`src/logic/cwg_pkg.sv`:
```
// constants shared by the complementary waveform generator
package cwg_pkg;
    // register offsets
    localparam logic [3:0] ADDR_CONTROL_0 = 4'h0;
    localparam logic [3:0] ADDR_POLARITY = 4'h1;
    localparam logic [3:0] ADDR_CLOCK_CONTROL = 4'h2;
    localparam logic [3:0] ADDR_INPUT_SELECT = 4'h3;
    localparam logic [3:0] ADDR_RISING_DB = 4'h4;
    localparam logic [3:0] ADDR_FALLING_DB = 4'h5;
    localparam logic [3:0] ADDR_STEERING = 4'h6;
    localparam logic [3:0] ADDR_STATUS = 4'h7;
    // generator_control_0 fields
    localparam int EN_BIT = 7;
    localparam int LD_BIT = 6;
    localparam int MODE_LSB = 0;
    localparam int MODE_W = 3;
    // generator_clock_control field
    localparam int CLK_SEL_BIT = 0;
    // status fields
    localparam int STAT_SHUTDOWN_BIT = 7;
    localparam int STAT_NEXT_B_BIT = 6;
    localparam int STAT_FB_HOLD_BIT = 5;
    localparam int STAT_REVERSE_BIT = 4;
    // mode codes
    localparam logic [2:0] MODE_STEER_ASYNC = 3'h0;
    localparam logic [2:0] MODE_STEER_SYNC = 3'h1;
    localparam logic [2:0] MODE_FB_FORWARD = 3'h2;
    localparam logic [2:0] MODE_FB_REVERSE = 3'h3;
    localparam logic [2:0] MODE_HALF_BRIDGE = 3'h4;
    localparam logic [2:0] MODE_PUSH_PULL = 3'h5;
    // reset values
    localparam logic [2:0] RESET_MODE = 3'h0;
    localparam logic [3:0] RESET_POLARITY = 4'hF;
    localparam logic [5:0] RESET_DB = 6'h00;
    localparam logic [3:0] RESET_STEER = 4'h0;
    localparam logic [3:0] RESET_SOURCE = 4'h0;
    // widths
    localparam int DB_W = 6;
    localparam int DATA_W = 8;
    localparam int ADDR_W = 4;
    // fast oscillator rate in MHz
    localparam int FAST_OSC_MHZ = 16;
endpackage

```
`src/logic/cwg_top.sv`:
```
// complementary waveform generator core with register port
`timescale 1ns/1ns
`default_nettype none
module cwg_top #(
    parameter int SRC_COUNT = 16
) (
    // clock and reset
    input wire logic core_clk_in,
    input wire logic reset_n_in,
    // register port
    input wire logic [cwg_pkg::ADDR_W-1:0] reg_addr_in,
    input wire logic [cwg_pkg::DATA_W-1:0] reg_wdata_in,
    input wire logic reg_write_in,
    input wire logic reg_read_in,
    output logic [cwg_pkg::DATA_W-1:0] reg_rdata_out,
    // waveform sources and events
    input wire logic [SRC_COUNT-1:0] input_sources_in,
    input wire logic fast_osc_tick_in,
    input wire logic shutdown_in,
    // outputs to power switches
    output logic wave_out_a,
    output logic wave_out_b,
    output logic wave_out_c,
    output logic wave_out_d
);

    // polarity applied last so inactive stays meaningful per output
    function automatic logic apply_pol(input logic raw, input logic pol);
        apply_pol = pol ? raw : ~raw;
    endfunction

    // one step of a dead-band counter
    function automatic logic [cwg_pkg::DB_W-1:0] db_step(
        input logic [cwg_pkg::DB_W-1:0] cnt,
        input logic [cwg_pkg::DB_W-1:0] limit,
        input logic tick
    );
        db_step = (tick && cnt != limit) ? cnt + 6'h01 : cnt;
    endfunction

    logic enable;
    logic load_request;
    logic [2:0] mode;
    logic [3:0] output_polarity_bits;
    logic clk_sel;
    logic [3:0] source_sel;
    logic [cwg_pkg::DB_W-1:0] rise_buf;
    logic [cwg_pkg::DB_W-1:0] fall_buf;
    logic [cwg_pkg::DB_W-1:0] rise_act;
    logic [cwg_pkg::DB_W-1:0] fall_act;
    logic [3:0] steer_sel;
    logic [3:0] steer_act;
    logic data_q;
    logic [cwg_pkg::DB_W-1:0] rise_cnt;
    logic [cwg_pkg::DB_W-1:0] fall_cnt;
    logic [cwg_pkg::DB_W-1:0] fb_cnt;
    logic fb_hold;
    logic reverse;
    logic next_is_b;
    logic route_b;

    logic input_waveform;
    logic data_rise;
    logic data_fall;
    logic gen_tick;
    logic wr_ctrl;
    logic seq_clear;
    logic is_full_bridge;
    logic next_reverse;
    logic [3:0] next_steer;
    logic next_route_b;
    logic [3:0] raw;
    logic fb_open;

    assign input_waveform = input_sources_in[source_sel];
    assign data_rise = input_waveform & ~data_q;
    assign data_fall = ~input_waveform & data_q;
    // fast tick is a synchronous one-cycle pulse; the 10 MHz core cannot host 16 MHz
    assign gen_tick = clk_sel ? fast_osc_tick_in : 1'b1;
    assign wr_ctrl = reg_write_in && reg_addr_in == cwg_pkg::ADDR_CONTROL_0;
    assign seq_clear = ~enable | shutdown_in;
    assign is_full_bridge = mode[2:1] == cwg_pkg::MODE_FB_FORWARD[2:1];
    // modulated pin opens once the count reaches its limit, like half-bridge
    assign fb_open = !fb_hold || fb_cnt == (reverse ? rise_act : fall_act);

    // control register
    always_ff @(posedge core_clk_in or negedge reset_n_in) begin
        if (!reset_n_in) begin
            enable <= 1'b0;
            mode <= cwg_pkg::RESET_MODE;
        end else if (wr_ctrl) begin
            enable <= reg_wdata_in[cwg_pkg::EN_BIT];
            // every mode bit may change while running
            mode <= reg_wdata_in[cwg_pkg::MODE_LSB +: cwg_pkg::MODE_W];
        end
    end

    // load request: software set wins over hardware clear
    always_ff @(posedge core_clk_in or negedge reset_n_in) begin
        if (!reset_n_in) begin
            load_request <= 1'b0;
        end else if (wr_ctrl && reg_wdata_in[cwg_pkg::LD_BIT]) begin
            load_request <= 1'b1;
        end else if (!enable || data_fall) begin
            load_request <= 1'b0;
        end
    end

    // plain configuration registers
    always_ff @(posedge core_clk_in or negedge reset_n_in) begin
        if (!reset_n_in) begin
            output_polarity_bits <= cwg_pkg::RESET_POLARITY;
            clk_sel <= 1'b0;
            source_sel <= cwg_pkg::RESET_SOURCE;
            steer_sel <= cwg_pkg::RESET_STEER;
            rise_buf <= cwg_pkg::RESET_DB;
            fall_buf <= cwg_pkg::RESET_DB;
        end else if (reg_write_in) begin
            unique case (reg_addr_in)
                cwg_pkg::ADDR_POLARITY: output_polarity_bits <= reg_wdata_in[3:0];
                cwg_pkg::ADDR_CLOCK_CONTROL: clk_sel <= reg_wdata_in[cwg_pkg::CLK_SEL_BIT];
                cwg_pkg::ADDR_INPUT_SELECT: source_sel <= reg_wdata_in[3:0];
                cwg_pkg::ADDR_STEERING: steer_sel <= reg_wdata_in[3:0];
                cwg_pkg::ADDR_RISING_DB: rise_buf <= reg_wdata_in[cwg_pkg::DB_W-1:0];
                cwg_pkg::ADDR_FALLING_DB: fall_buf <= reg_wdata_in[cwg_pkg::DB_W-1:0];
                default: ;
            endcase
        end
    end

    // active dead-band values: follow buffer when off, else on a falling edge while load_request is set
    always_ff @(posedge core_clk_in or negedge reset_n_in) begin
        if (!reset_n_in) begin
            rise_act <= cwg_pkg::RESET_DB;
            fall_act <= cwg_pkg::RESET_DB;
        end else if (!enable || (load_request && data_fall)) begin
            rise_act <= rise_buf;
            fall_act <= fall_buf;
        end
    end

    // input edge detector
    always_ff @(posedge core_clk_in or negedge reset_n_in) begin
        if (!reset_n_in) begin
            data_q <= 1'b0;
        end else begin
            data_q <= input_waveform;
        end
    end

    // two independent dead-band counters, restarted by the opposite level
    always_ff @(posedge core_clk_in or negedge reset_n_in) begin
        if (!reset_n_in) begin
            rise_cnt <= '0;
            fall_cnt <= '0;
        end else begin
            // edges are sampled on the core clock, so delay jitters by one tick
            rise_cnt <= input_waveform ? db_step(rise_cnt, rise_act, gen_tick) : '0;
            fall_cnt <= input_waveform ? '0 : db_step(fall_cnt, fall_act, gen_tick);
        end
    end

    // full-bridge direction taken at a rising input edge
    always_comb begin
        next_reverse = reverse;
        if (data_rise) begin
            next_reverse = mode[0];
        end
    end

    always_ff @(posedge core_clk_in or negedge reset_n_in) begin
        if (!reset_n_in) begin
            reverse <= 1'b0;
            fb_hold <= 1'b0;
            fb_cnt <= '0;
        end else if (!enable || !is_full_bridge) begin
            // a mode written now sets the entry direction, not the mode it replaces
            reverse <= wr_ctrl ? reg_wdata_in[cwg_pkg::MODE_LSB] : mode[0];
            fb_hold <= 1'b0;
            fb_cnt <= '0;
        end else if (next_reverse != reverse) begin
            reverse <= next_reverse;
            fb_hold <= 1'b1;
            // count starts at the edge itself, as in half-bridge
            fb_cnt <= db_step('0, next_reverse ? rise_act : fall_act, gen_tick);
        end else if (fb_hold) begin
            fb_cnt <= db_step(fb_cnt, reverse ? rise_act : fall_act, gen_tick);
            if (fb_cnt == (reverse ? rise_act : fall_act)) begin
                fb_hold <= 1'b0;
            end
        end
    end

    // push-pull sequencer
    always_comb begin
        next_route_b = route_b;
        if (data_rise) begin
            next_route_b = next_is_b;
        end
    end

    always_ff @(posedge core_clk_in or negedge reset_n_in) begin
        if (!reset_n_in) begin
            next_is_b <= 1'b0;
            route_b <= 1'b0;
        end else if (seq_clear) begin
            next_is_b <= 1'b0;
            route_b <= 1'b0;
        end else begin
            route_b <= next_route_b;
            if (data_rise && mode == cwg_pkg::MODE_PUSH_PULL) begin
                next_is_b <= ~next_is_b;
            end
        end
    end

    // steering selection: sync mode latches at rising edge, async follows at once
    always_comb begin
        next_steer = steer_act;
        if (mode == cwg_pkg::MODE_STEER_ASYNC || data_rise) begin
            next_steer = steer_sel;
        end
    end

    always_ff @(posedge core_clk_in or negedge reset_n_in) begin
        if (!reset_n_in) begin
            steer_act <= cwg_pkg::RESET_STEER;
        end else begin
            steer_act <= next_steer;
        end
    end

    // raw levels before polarity, 1 means active
    always_comb begin
        raw = 4'h0;
        unique case (mode)
            cwg_pkg::MODE_HALF_BRIDGE: begin
                raw[0] = input_waveform && rise_cnt == rise_act;
                raw[1] = !input_waveform && fall_cnt == fall_act;
                raw[2] = raw[0];
                raw[3] = raw[1];
            end
            cwg_pkg::MODE_PUSH_PULL: begin
                raw[0] = input_waveform && !next_route_b;
                raw[1] = input_waveform && next_route_b;
                raw[2] = raw[0];
                raw[3] = raw[1];
            end
            cwg_pkg::MODE_FB_FORWARD, cwg_pkg::MODE_FB_REVERSE: begin
                if (next_reverse) begin
                    raw[2] = 1'b1;
                    raw[1] = input_waveform && fb_open && next_reverse == reverse;
                end else begin
                    raw[0] = 1'b1;
                    raw[3] = input_waveform && fb_open && next_reverse == reverse;
                end
            end
            cwg_pkg::MODE_STEER_ASYNC, cwg_pkg::MODE_STEER_SYNC: begin
                // unsteered pins held low before polarity; polarity never gates steering
                raw = next_steer & {4{input_waveform}};
            end
            default: raw = 4'h0;
        endcase
        if (!enable) begin
            raw = 4'h0;
        end
    end

    // registered pin drivers
    always_ff @(posedge core_clk_in or negedge reset_n_in) begin
        if (!reset_n_in) begin
            wave_out_a <= 1'b0;
            wave_out_b <= 1'b0;
            wave_out_c <= 1'b0;
            wave_out_d <= 1'b0;
        end else begin
            wave_out_a <= apply_pol(raw[0], output_polarity_bits[0]);
            wave_out_b <= apply_pol(raw[1], output_polarity_bits[1]);
            wave_out_c <= apply_pol(raw[2], output_polarity_bits[2]);
            wave_out_d <= apply_pol(raw[3], output_polarity_bits[3]);
        end
    end

    // read port, data one cycle after the strobe, zero when idle or unmapped
    always_ff @(posedge core_clk_in or negedge reset_n_in) begin
        if (!reset_n_in) begin
            reg_rdata_out <= 8'h00;
        end else if (!reg_read_in) begin
            reg_rdata_out <= 8'h00;
        end else begin
            unique case (reg_addr_in)
                cwg_pkg::ADDR_CONTROL_0: reg_rdata_out <= {enable, load_request, 3'h0, mode};
                cwg_pkg::ADDR_POLARITY: reg_rdata_out <= {4'h0, output_polarity_bits};
                cwg_pkg::ADDR_CLOCK_CONTROL: reg_rdata_out <= {7'h00, clk_sel};
                cwg_pkg::ADDR_INPUT_SELECT: reg_rdata_out <= {4'h0, source_sel};
                cwg_pkg::ADDR_RISING_DB: reg_rdata_out <= {2'h0, rise_buf};
                cwg_pkg::ADDR_FALLING_DB: reg_rdata_out <= {2'h0, fall_buf};
                cwg_pkg::ADDR_STEERING: reg_rdata_out <= {4'h0, steer_sel};
                cwg_pkg::ADDR_STATUS: reg_rdata_out <= {shutdown_in, next_is_b, fb_hold,
                    reverse, wave_out_d, wave_out_c, wave_out_b, wave_out_a};
                default: reg_rdata_out <= 8'h00;
            endcase
        end
    end

endmodule // cwg_top
`default_nettype wire

```
`config.mk`:
```
export PLATFORM = sky130hd
export DESIGN_NAME = cwg_top
export DESIGN_NICKNAME = d
export VERILOG_FILES = /design/src/logic/cwg_pkg.sv /design/src/logic/cwg_top.sv
export SDC_FILE = /design/constraint.sdc
export NUM_CORES = 1
export LEC_CHECK = 0
export BUFFER_PORTS_ARGS = -buffer_cell sky130_fd_sc_hd__buf_2
export CORE_MARGIN = 4
export CORE_UTILIZATION = 45
export CTS_CLUSTER_DIAMETER = 150
export DETAILED_ROUTE_END_ITERATION = 6
export GPL_TIMING_DRIVEN = 0
export PLACE_DENSITY = 0.66
export SETUP_SLACK_MARGIN = 0.1
export SLEW_MARGIN = 25
export SYNTH_ARGS = -nofsm -noshare
export SYNTH_HDL_FRONTEND = slang
export SYNTH_SLANG_ARGS = --single-unit
```
`constraint.sdc`:
```
create_clock -name core_clk_in -period 2.4 [get_ports core_clk_in]
set_clock_uncertainty 0.2 [all_clocks]
set_input_delay 0 -clock core_clk_in [delete_from_list [all_inputs] [get_ports core_clk_in]]
set_output_delay 0 -clock core_clk_in [all_outputs]
set_load 0.05 [all_outputs]
```
Word level (Yosys, flattened, before mapping):

Index checks and enable logic that the tools add are counted.

* flip-flop bits (word level): 81
* output and inout bits: 12
* word-level logic and storage cells: 145

* $add $sub $neg: 3
* magnitude comparators: 1
* equality and inequality tests: 22
* mux-type cells: 40
* bitwise gates (word level): 12
* reductions and logical operators: 42

Operators with widths (number)
* $pmux W8 S8: 1
* $mux W6: 10
* $mux W1: 23
* $add A6 B1 Y6 const B: 3
* $eq A6 B6 Y1: 3
* $ne A6 B6 Y1: 3
* $eq A4 B3 Y1 const B: 4
* $pmux W4 S4: 1
* $logic_and A1 B1 Y1: 14
* $reduce_and A2 Y1: 7
* $eq A4 B2 Y1 const B: 2
* $mux W4: 2
* $mux W8: 1
* $not A1 Y1: 8
* $reduce_bool A2 Y1: 4
* $eq A3 B2 Y1 const B: 2
* $eq A3 B3 Y1 const B: 2
* $reduce_bool A3 Y1: 2
* $reduce_bool A6 Y1: 1
* $logic_not A1 Y1: 5
* $logic_or A1 B1 Y1: 5
* $lt A4 B5 Y1 const B: 1
* $and A4 B4 Y4: 1
* $bmux W1 S4: 1
* 12 further kinds: 14

Longest topological paths before layout:

Gate-level depths: netlist of the first run.

* depth after elaboration: 11
* depth in mapped cells: 8

Worst setup path before layout of the first run:

No wires, ideal clock.

* kind: reg2reg
* from: reg source_sel[0]
* to: reg wave_out_c
* setup time: 121 ps
* arrival time: 2208 ps
* data required time: 2079 ps
* setup slack: -130 ps
* stages on the path, launching flop included: 9
* path buffers: 2
* clock period less this slack: 2530 ps
* cells stage by stage: dfrtp_1 buf_6 mux2i_1 a221oi_2 a22o_2 buf_6 mux2_2 nor4_1 and4bb_2

* word-level cells in the longest chain between the ends: 10

RTL lines
* start, declared: line cwg_top.sv:46 `logic [3:0] source_sel;`
* start signal, assigned: line cwg_top.sv:114 `source_sel <= cwg_pkg::RESET_SOURCE;`
* start signal, assigned: line cwg_top.sv:122 `cwg_pkg::ADDR_INPUT_SELECT: source_sel <= reg_wdata_in[3:0];`
* $bmux W1 S4 *: line cwg_top.sv:75 `assign input_waveform = input_sources_in[source_sel];`
* $mux W1 (not written as such) *: line cwg_top.sv:75
* $and A1 B1 Y1: line cwg_top.sv:76 `assign data_rise = input_waveform & ~data_q;`
* $logic_or A1 B1 Y1 / $mux W1 (equally long branches): line cwg_top.sv:220, cwg_top.sv:197
* $mux W4 / $logic_not A1 Y1 (equally long branches): line cwg_top.sv:220, cwg_top.sv:244
* $and A4 B4 Y4 / $logic_and A1 B1 Y1 (equally long branches): line cwg_top.sv:260, cwg_top.sv:244
* $pmux W4 S4 *: line cwg_top.sv:236 `unique case (mode)`
* $mux W4 *: line cwg_top.sv:264 `if (!enable) begin`
* $not A1 Y1: line cwg_top.sv:29 `apply_pol = pol ? raw : ~raw;`
* $mux W1 *: line cwg_top.sv:29
* end signal, assigned: line cwg_top.sv:279 `wave_out_c <= apply_pol(raw[2], output_polarity_bits[2]);`
* end, declared: line cwg_top.sv:23 `output logic wave_out_c,`

Every way passes the cells marked *; elsewhere a longest branch is shown, timed or not. The select of a mux whose other input is x is not followed.
A chain may end at the register's enable or synchronous reset.

Final worst setup path of the first run:

Ends and elaborated chain as after synthesis.

==> flow_metrics.env, run 1 <==
export IMPL_postSynthRegisterBits=81
export IMPL_reg2reg_slack_ps=-190
export IMPL_worst_ir_drop_vdd_v=0.000481
export IMPL_cts_sink_count=81
export IMPL_wl_per_cell_um=19.0
export IMPL_synth_ff_type="sky130_fd_sc_hd__dfrtp_1"
export IMPL_cts_clk_slew_worst_paths_ps=90
export IMPL_muxShareOfSynthArea=0.177
export IMPL_timing_max_cap_violations=0
export IMPL_number_of_inserted_diodes=0
export IMPL_layout_setup_ws_ps=-188
export IMPL_failed_checks="negative setup slack"
export IMPL_placement_setup_worst_slack_ps=-436
export IMPL_most_common_cell_after_layout_fill_and_taps_aside="sky130_fd_sc_hd__dfrtp_1"
export IMPL_cp_required_ps=2450
export IMPL_path_max_fanout=9
export IMPL_maximum_number_of_pins_on_one_net_before_global_route_repair=47
export IMPL_timing_max_transition_violations_final=0
export IMPL_synth_seq_area_share=0.454
export IMPL_synth_async_sr_flop_share=1.00
export IMPL_die_h_um=108
export IMPL_setup_worst_path_start="source_sel[0]"
export IMPL_first_pass_grt_wire_length_um=19600
export IMPL_syn2layout_area_growth_pct=27.9
export IMPL_synth_cells=415
export IMPL_synth_area_sq_mm=0.00448
export IMPL_antenna_found_initial=0
export IMPL_final_period_minus_worst_setup_slack_ps=2590
export IMPL_total_leakage_power_nw=2.45
export IMPL_timing_final_crit_share=1.08
export IMPL_layout_common_cells="75 x sky130_fd_sc_hd__dfrtp_1, 47 x sky130_fd_sc_hd__mux2_2, 42 x sky130_fd_sc_hd__buf_2, 30 x sky130_fd_sc_hd__nor2_1, 28 x sky130_fd_sc_hd__xor2_1"
export IMPL_critical_path_startpoint_type="flip-flop"
export IMPL_design_portCount=46
export IMPL_ys_warnings_count=0
export IMPL_met3_use_gr=0.0408
export IMPL_clock_path_buffers=2
export IMPL_design_die_area_sq_mm=0.0116
export IMPL_critical_path_arrival_ps=2640
export IMPL_first_global_vias=3764
export IMPL_clock_tree_root_cell="sky130_fd_sc_hd__clkbuf_8"
export IMPL_gr_usage_met2=0.332
export IMPL_finalSetupViolCount=19
export IMPL_grt_overflow_total=0
export IMPL_vias=3746
export IMPL_final_core_utilization=0.589
export IMPL_layout_nets=544
export IMPL_synth_compound_area_share=0.114
export IMPL_initialDrtViolationCount=146
export IMPL_final_cell_count_no_fill=645
export IMPL_die_x_um=108
export IMPL_synthAdderAreaFrac=0.00838
export IMPL_hp_class="in2reg"
export IMPL_finalWeightedCongestion=0.869
export IMPL_grt_total_usage=0.221
export IMPL_vias_per_cell=5.81
export IMPL_largest_family_of_logic_cells_by_synthesized_area="multiplexers"
export IMPL_worstSkewPairLatency_ps=360
export IMPL_highest_clock_rate_ghz=0.386
export IMPL_tightestPinTransition_ps=923
export IMPL_drt_total_wl_um=12200
export IMPL_rows=36
export IMPL_xor_xnor_fraction_of_synth_area=0.0626
export IMPL_detailed_place_area_sq_mm=0.00491
export IMPL_h_tree_level_count=3
export IMPL_dp_cells=592
export IMPL_run_status="finished, violations left"
export IMPL_postLayoutCellArea_sq_mm=0.00573
export IMPL_power_density_relative_to_cell_area_mw_per_mm2=972
export IMPL_tritoncts="yes"
export IMPL_remaining_drc_errors=0
export IMPL_post_route_cells_drive_above_1_share=0.348
export IMPL_synth_lib_cells_used_distinct=57
export IMPL_core_footprint_sq_mm=0.00973
export IMPL_place_hpwl_um=8530
export IMPL_antenna_left=0
export IMPL_syn_mean_instance_area_sq_um=10.8
export IMPL_worstReg2RegStart="source_sel[0]"
export IMPL_firstDrtPassIters=5
export IMPL_synth_net_count=452
export IMPL_setup_repair_after_global_routing_missed_its_margin="true"
export IMPL_grt_met1_usage=0.303
export IMPL_finalSetupTns_ps=-1760
export IMPL_fin_worst_hold_slack_ps=84.7
export IMPL_report_final_hold_viol_count=0
export IMPL_io_buffer_count=43
export IMPL_timing_hold_worst_start="reg_addr_in[2]"
export IMPL_max_slew_margin=0.380
export IMPL_kind_of_end_point_of_the_critical_path="flip-flop"
export IMPL_number_of_synthesized_flops_with_an_enable_pin=0
export IMPL_total_clock_buffers_created_by_cts=9
export IMPL_initial_core_util=0.460
export IMPL_type_of_the_worst_setup_path="reg2reg"
export IMPL_report_power_total_mw=5.57
export IMPL_post_synthesis_share_of_cell_area_spent_on_and_or_nand_and_nor_gates=0.158
export IMPL_top_usage_layer="met2"
-- cells by family (layout without fill, tap and decap cells) --
kind of cell / after synthesis / after routing
xor gates and xnor gates: 32 / 32
and+or+nand+nor: 135 / 135
AOI/OAI and AO/OA: 70 / 70
muxes: 72 / 72
adders and majority gates: 3 / 3
DFF: 81 / 81
buffers and inverters: 22 / 119
-- state kept, by name, indices dropped and copies added, names as in the netlist, 6 cells and up --
name,cells
fall_act,6
fall_buf,6
fall_cnt,6
fb_cnt,6
reg_rdata_out,8
rise_act,6
rise_buf,6
rise_cnt,6
-- path summary, 6_finish.rpt --
kind / end / depth (start not counted)
worst max-delay path: wave_out_c / 9
worst min-delay path: reg_rdata_out[2] / 5
worst max register to register: wave_out_c / 9
min in group asynchronous: fall_cnt[1] / 4
max in group asynchronous: output_polarity_bits[2] / 4
worst min register to register: steer_act[0] / 1
-- power by group --
part | switching, mW | internal (mW) | total [mW]
clock network | 0.521 | 0.697 | 1.22
registers | 0.420 | 1.69 | 2.11
logic | 1.20 | 1.04 | 2.24
total | 2.14 | 3.43 | 5.57
-- per-layer routing --
| layer | routed length (um) | share of wire |
|---|---|---|
| met5 | 0 | 0 |
| met4 | 376 | 0.031 |
| met3 | 669 | 0.055 |
| met2 | 5690 | 0.46 |
| met1 | 5510 | 0.45 |
-- synthesized netlist by cell type, types with 2 or more instances --
| master | count | area, sq um |
|---|---|---|
| sky130_fd_sc_hd__dfrtp_1 | 77 | 1930 |
| sky130_fd_sc_hd__mux2_2 | 48 | 541 |
| sky130_fd_sc_hd__nor2_1 | 30 | 113 |
| sky130_fd_sc_hd__xor2_1 | 28 | 245 |
| sky130_fd_sc_hd__nand2_1 | 27 | 101 |
| sky130_fd_sc_hd__mux2i_1 | 23 | 230 |
| sky130_fd_sc_hd__a21oi_1 | 16 | 80.1 |
| sky130_fd_sc_hd__nor3_1 | 12 | 60.1 |
| sky130_fd_sc_hd__a22oi_1 | 11 | 82.6 |
| sky130_fd_sc_hd__nand3_1 | 11 | 55.1 |
| sky130_fd_sc_hd__nand4_1 | 9 | 56.3 |
| sky130_fd_sc_hd__o21ai_0 | 9 | 45.0 |
| sky130_fd_sc_hd__clkbuf_1 | 8 | 30.0 |
| sky130_fd_sc_hd__nor4_1 | 8 | 50.1 |
| sky130_fd_sc_hd__inv_1 | 5 | 18.8 |
| sky130_fd_sc_hd__nand2b_1 | 5 | 31.3 |
| sky130_fd_sc_hd__or3_1 | 5 | 31.3 |
| sky130_fd_sc_hd__a211oi_1 | 4 | 30.0 |
| sky130_fd_sc_hd__and2_1 | 4 | 25.0 |
| sky130_fd_sc_hd__dfstp_2 | 4 | 105 |
| sky130_fd_sc_hd__nand3b_1 | 4 | 30.0 |
| sky130_fd_sc_hd__nor3b_1 | 4 | 30.0 |
| sky130_fd_sc_hd__o211ai_1 | 4 | 30.0 |
| sky130_fd_sc_hd__or4_1 | 4 | 30.0 |
| sky130_fd_sc_hd__xnor2_1 | 4 | 35.0 |
| sky130_fd_sc_hd__a221oi_2 | 3 | 45.0 |
| sky130_fd_sc_hd__a31oi_1 | 3 | 18.8 |
| sky130_fd_sc_hd__and3_1 | 3 | 18.8 |
| sky130_fd_sc_hd__ha_1 | 3 | 37.5 |
| sky130_fd_sc_hd__nor2b_1 | 3 | 18.8 |
| sky130_fd_sc_hd__o31ai_1 | 3 | 22.5 |
| sky130_fd_sc_hd__a221oi_1 | 2 | 17.5 |
| sky130_fd_sc_hd__a32o_1 | 2 | 20.0 |
| sky130_fd_sc_hd__a41oi_1 | 2 | 17.5 |
| sky130_fd_sc_hd__buf_1 | 2 | 7.51 |
| sky130_fd_sc_hd__buf_4 | 2 | 15.0 |
| sky130_fd_sc_hd__buf_6 | 2 | 22.5 |
| sky130_fd_sc_hd__o311ai_1 | 2 | 17.5 |
-- worst max-delay path, stage by stage, from the launching register on --
cell	delay [ps]
sky130_fd_sc_hd__dfrtp_1	350
sky130_fd_sc_hd__buf_6	190
sky130_fd_sc_hd__mux2i_4	270
sky130_fd_sc_hd__a22oi_1	170
sky130_fd_sc_hd__a22oi_2	340
sky130_fd_sc_hd__buf_4	180
sky130_fd_sc_hd__buf_4	150
sky130_fd_sc_hd__a211oi_2	60
sky130_fd_sc_hd__nor4_1	300
sky130_fd_sc_hd__and4bb_2	260
-- layout make-up --
cell class	instances	area, sq um
Inverter	6	25.0
Clock inverter	6	116
Buffer	16	109
Timing Repair Buffer	81	591
Clock buffer	10	128
Tap cell	133	166
Sequential cell	81	2030
Fill cell	830	4000
Multi-Input combinational cell	312	2560
-- what timing repair did --
| action | CTS | global route |
|---|---|---|
| resized for setup | 33 | 17 |
| cloned | 1 | 0 |
| setup endpoints to repair | 19 | 32 |
| pin swaps | 8 | 6 |
| setup buffers | 13 | 3 |
| hold buffers | 20 | 0 |
| hold endpoints to repair | 118 | 0 |
(Power assumes the default switching activity.)
==> inputs of run 2 (changes only) <==
--- a/config.mk
+++ b/config.mk
@@ -8,10 +8,12 @@
 export BUFFER_PORTS_ARGS = -buffer_cell sky130_fd_sc_hd__buf_2
 export CORE_MARGIN = 4
 export CORE_UTILIZATION = 45
+export CTS_BUF_LIST = sky130_fd_sc_hd__clkbuf_16
 export CTS_CLUSTER_DIAMETER = 150
 export DETAILED_ROUTE_END_ITERATION = 6
 export GPL_TIMING_DRIVEN = 0
 export PLACE_DENSITY = 0.66
+export REMOVE_ABC_BUFFERS = 1
 export SETUP_SLACK_MARGIN = 0.1
 export SLEW_MARGIN = 25
 export SYNTH_ARGS = -nofsm -noshare
==> run 2 against run 1 <==
Against the previous run: the run still ends with negative setup slack left; worst setup slack worse by 43 ps; maximum frequency decreased by 1.6%; wire length increased by 6.0%; critical endpoint is now wave_out_d; combinational power increased by 13%; worst hold slack got worse by 63 ps; power is 10% higher; flip-flop and latch count did not move; final cell count rose by 0.78%; largest cell class unchanged; highest routed layer is now met5.
==> flow_metrics.env, run 2 (synthesis gave the netlist of run 1 again) <==
export IMPL_total_clock_buffers_created_by_cts=9
export IMPL_design_die_area_sq_mm=0.0116
export IMPL_rows=36
export IMPL_antenna_left=0
export IMPL_layout_setup_ws_ps=-231
export IMPL_power_density_relative_to_cell_area_mw_per_mm2=1020
export IMPL_number_of_inserted_diodes=0
export IMPL_worst_ir_drop_vdd_v=0.000405
export IMPL_timing_final_crit_share=1.10
export IMPL_vias=3875
export IMPL_cp_required_ps=2430
export IMPL_final_cell_count_no_fill=650
export IMPL_vias_per_cell=5.96
export IMPL_layout_filler_cells=760
export IMPL_report_final_hold_viol_count=0
export IMPL_design_portCount=46
export IMPL_worstSkewPairLatency_ps=340
export IMPL_initial_core_util=0.460
export IMPL_firstDrtPassIters=5
export IMPL_first_global_vias=3750
export IMPL_post_route_cells_drive_above_1_share=0.383
export IMPL_grt_total_usage=0.220
export IMPL_place_hpwl_um=8220
export IMPL_clock_tree_root_cell="sky130_fd_sc_hd__clkbuf_16"
export IMPL_clock_path_buffers=2
export IMPL_finalSetupViolCount=20
export IMPL_syn2layout_area_growth_pct=33.9
export IMPL_hp_class="in2async"
export IMPL_register_with_the_most_flip_flops="reg_rdata_out"
export IMPL_final_period_minus_worst_setup_slack_ps=2630
export IMPL_dp_cells=578
export IMPL_maximum_number_of_pins_on_one_net_before_global_route_repair=48
export IMPL_io_buffer_count=45
export IMPL_run_status="finished, violations left"
export IMPL_tightestPinTransition_ps=901
export IMPL_largest_register_ff_count=8
export IMPL_layout_common_cells="74 x sky130_fd_sc_hd__dfrtp_1, 43 x sky130_fd_sc_hd__buf_2, 35 x sky130_fd_sc_hd__mux2_2, 30 x sky130_fd_sc_hd__nor2_1, 28 x sky130_fd_sc_hd__xor2_1"
export IMPL_setup_worst_path_start="source_sel[0]"
export IMPL_remaining_drc_errors=0
export IMPL_die_x_um=108
export IMPL_finalWeightedCongestion=0.869
export IMPL_type_of_the_worst_setup_path="reg2reg"
export IMPL_placement_setup_worst_slack_ps=-870
export IMPL_total_leakage_power_nw=2.61
export IMPL_critical_path_arrival_ps=2660
export IMPL_setup_repair_after_global_routing_missed_its_margin="true"
export IMPL_layout_nets=549
export IMPL_most_common_cell_after_layout_fill_and_taps_aside="sky130_fd_sc_hd__dfrtp_1"
export IMPL_timing_max_cap_violations=0
export IMPL_core_footprint_sq_mm=0.00973
export IMPL_worstReg2RegStart="source_sel[0]"
export IMPL_grt_overflow_total=0
export IMPL_max_slew_margin=0.395
export IMPL_highest_clock_rate_ghz=0.380
export IMPL_kind_of_end_point_of_the_critical_path="flip-flop"
export IMPL_critical_path_startpoint_type="flip-flop"
export IMPL_cts_clk_slew_worst_paths_ps=60
export IMPL_failed_checks="negative setup slack"
export IMPL_first_pass_grt_wire_length_um=19800
export IMPL_antenna_found_initial=0
export IMPL_initialDrtViolationCount=292
export IMPL_wl_per_cell_um=20.0
export IMPL_tritoncts="yes"
export IMPL_drt_total_wl_um=13000
export IMPL_timing_max_transition_violations_final=0
export IMPL_h_tree_level_count=3
export IMPL_cts_sink_count=81
export IMPL_path_max_fanout=6
export IMPL_die_h_um=108
## run 2: changes by cell type in the layout (fill, tap and decap cells not counted), moves of 3 or more
cell / delta
sky130_fd_sc_hd__buf_4: +10
sky130_fd_sc_hd__buf_6: +4
sky130_fd_sc_hd__clkbuf_1: -9
sky130_fd_sc_hd__clkbuf_16: +10
sky130_fd_sc_hd__clkbuf_8: -10
sky130_fd_sc_hd__clkinv_4: -3
sky130_fd_sc_hd__mux2_2: -12
sky130_fd_sc_hd__mux2_4: +12
sky130_fd_sc_hd__mux2i_1: +3
sky130_fd_sc_hd__mux2i_2: -4
## run 2: area by class of cell
type                    instances  area, sq um  area share
clock buffers                   9          225      0.0376
clock inverters                 7         93.8      0.0157
inverters                       6         22.5     0.00376
multi-input cells             312         2660       0.444
flip-flops and latches         81         2040       0.340
well taps                     133          166      0.0278
repair buffers                102          790       0.132
## run 2: final timing paths
check,end,slack (ps),cells after the start
min in group core_clk_in,reg_rdata_out[6],40,3
worst min-delay path,fb_cnt[5],20,2
worst max-delay path,wave_out_d,-230,8
max in group asynchronous,output_polarity_bits[2],1300,3
worst min register to register,steer_act[0],320,1
worst max register to register,wave_out_d,-230,8
## run 2: power breakdown
| group | switching (mW) | leakage, nW | internal [mW] |
|---|---|---|---|
| Combinational | 1.28 | 1.43 | 1.24 |
| Clock | 0.566 | 0.152 | 0.911 |
| Sequential | 0.442 | 1.02 | 1.69 |
| Total | 2.29 | 2.61 | 3.84 |
## run 2: routing by layer
metal  share of wire  track usage  wire [um]
met1            0.42        0.298       5460
met2            0.48        0.345       6260
met3           0.068       0.0492        886
met4           0.025       0.0757        330
met5          0.0026       0.0286         34
## run 2: repair_timing
item | 4_1_cts | 5_1_grt
gates cloned | 0 | 1
resized for setup | 47 | 27
setup endpoints to repair | 42 | 35
hold buffers | 19 | 0
buffers inserted | 25 | 11
pin swaps | 19 | 14
endpoints found under the hold margin | 118 | 0
## run 2: critical path, cell delays in order, from the launching register on
cell	delay, ps
sky130_fd_sc_hd__dfrtp_2	480
sky130_fd_sc_hd__buf_6	170
sky130_fd_sc_hd__mux2i_4	190
sky130_fd_sc_hd__a221oi_2	340
sky130_fd_sc_hd__a22o_4	240
sky130_fd_sc_hd__buf_6	110
sky130_fd_sc_hd__o211ai_1	160
sky130_fd_sc_hd__a32o_2	300
sky130_fd_sc_hd__o311ai_4	320
## run 2: metrics by stage
step / power [mW] / instance area (sq um) / util / hold WS (ps) / setup TNS, ps
3_5_place_dp: 3.77 / 4810 / 0.494 / -146 / -16730
6_report: 6.13 / 6000 / 0.616 / 22.0 / -3610
3_3_place_gp: 3.70 / 4780 / 0.491 / 34.0 / -18220
5_1_grt: 6.41 / 6000 / 0.616 / 74.9 / -4780
2_1_floorplan: 3.23 / 4390 / - / -496 / -6110
4_1_cts: 5.83 / 5770 / 0.593 / 16.2 / -1710
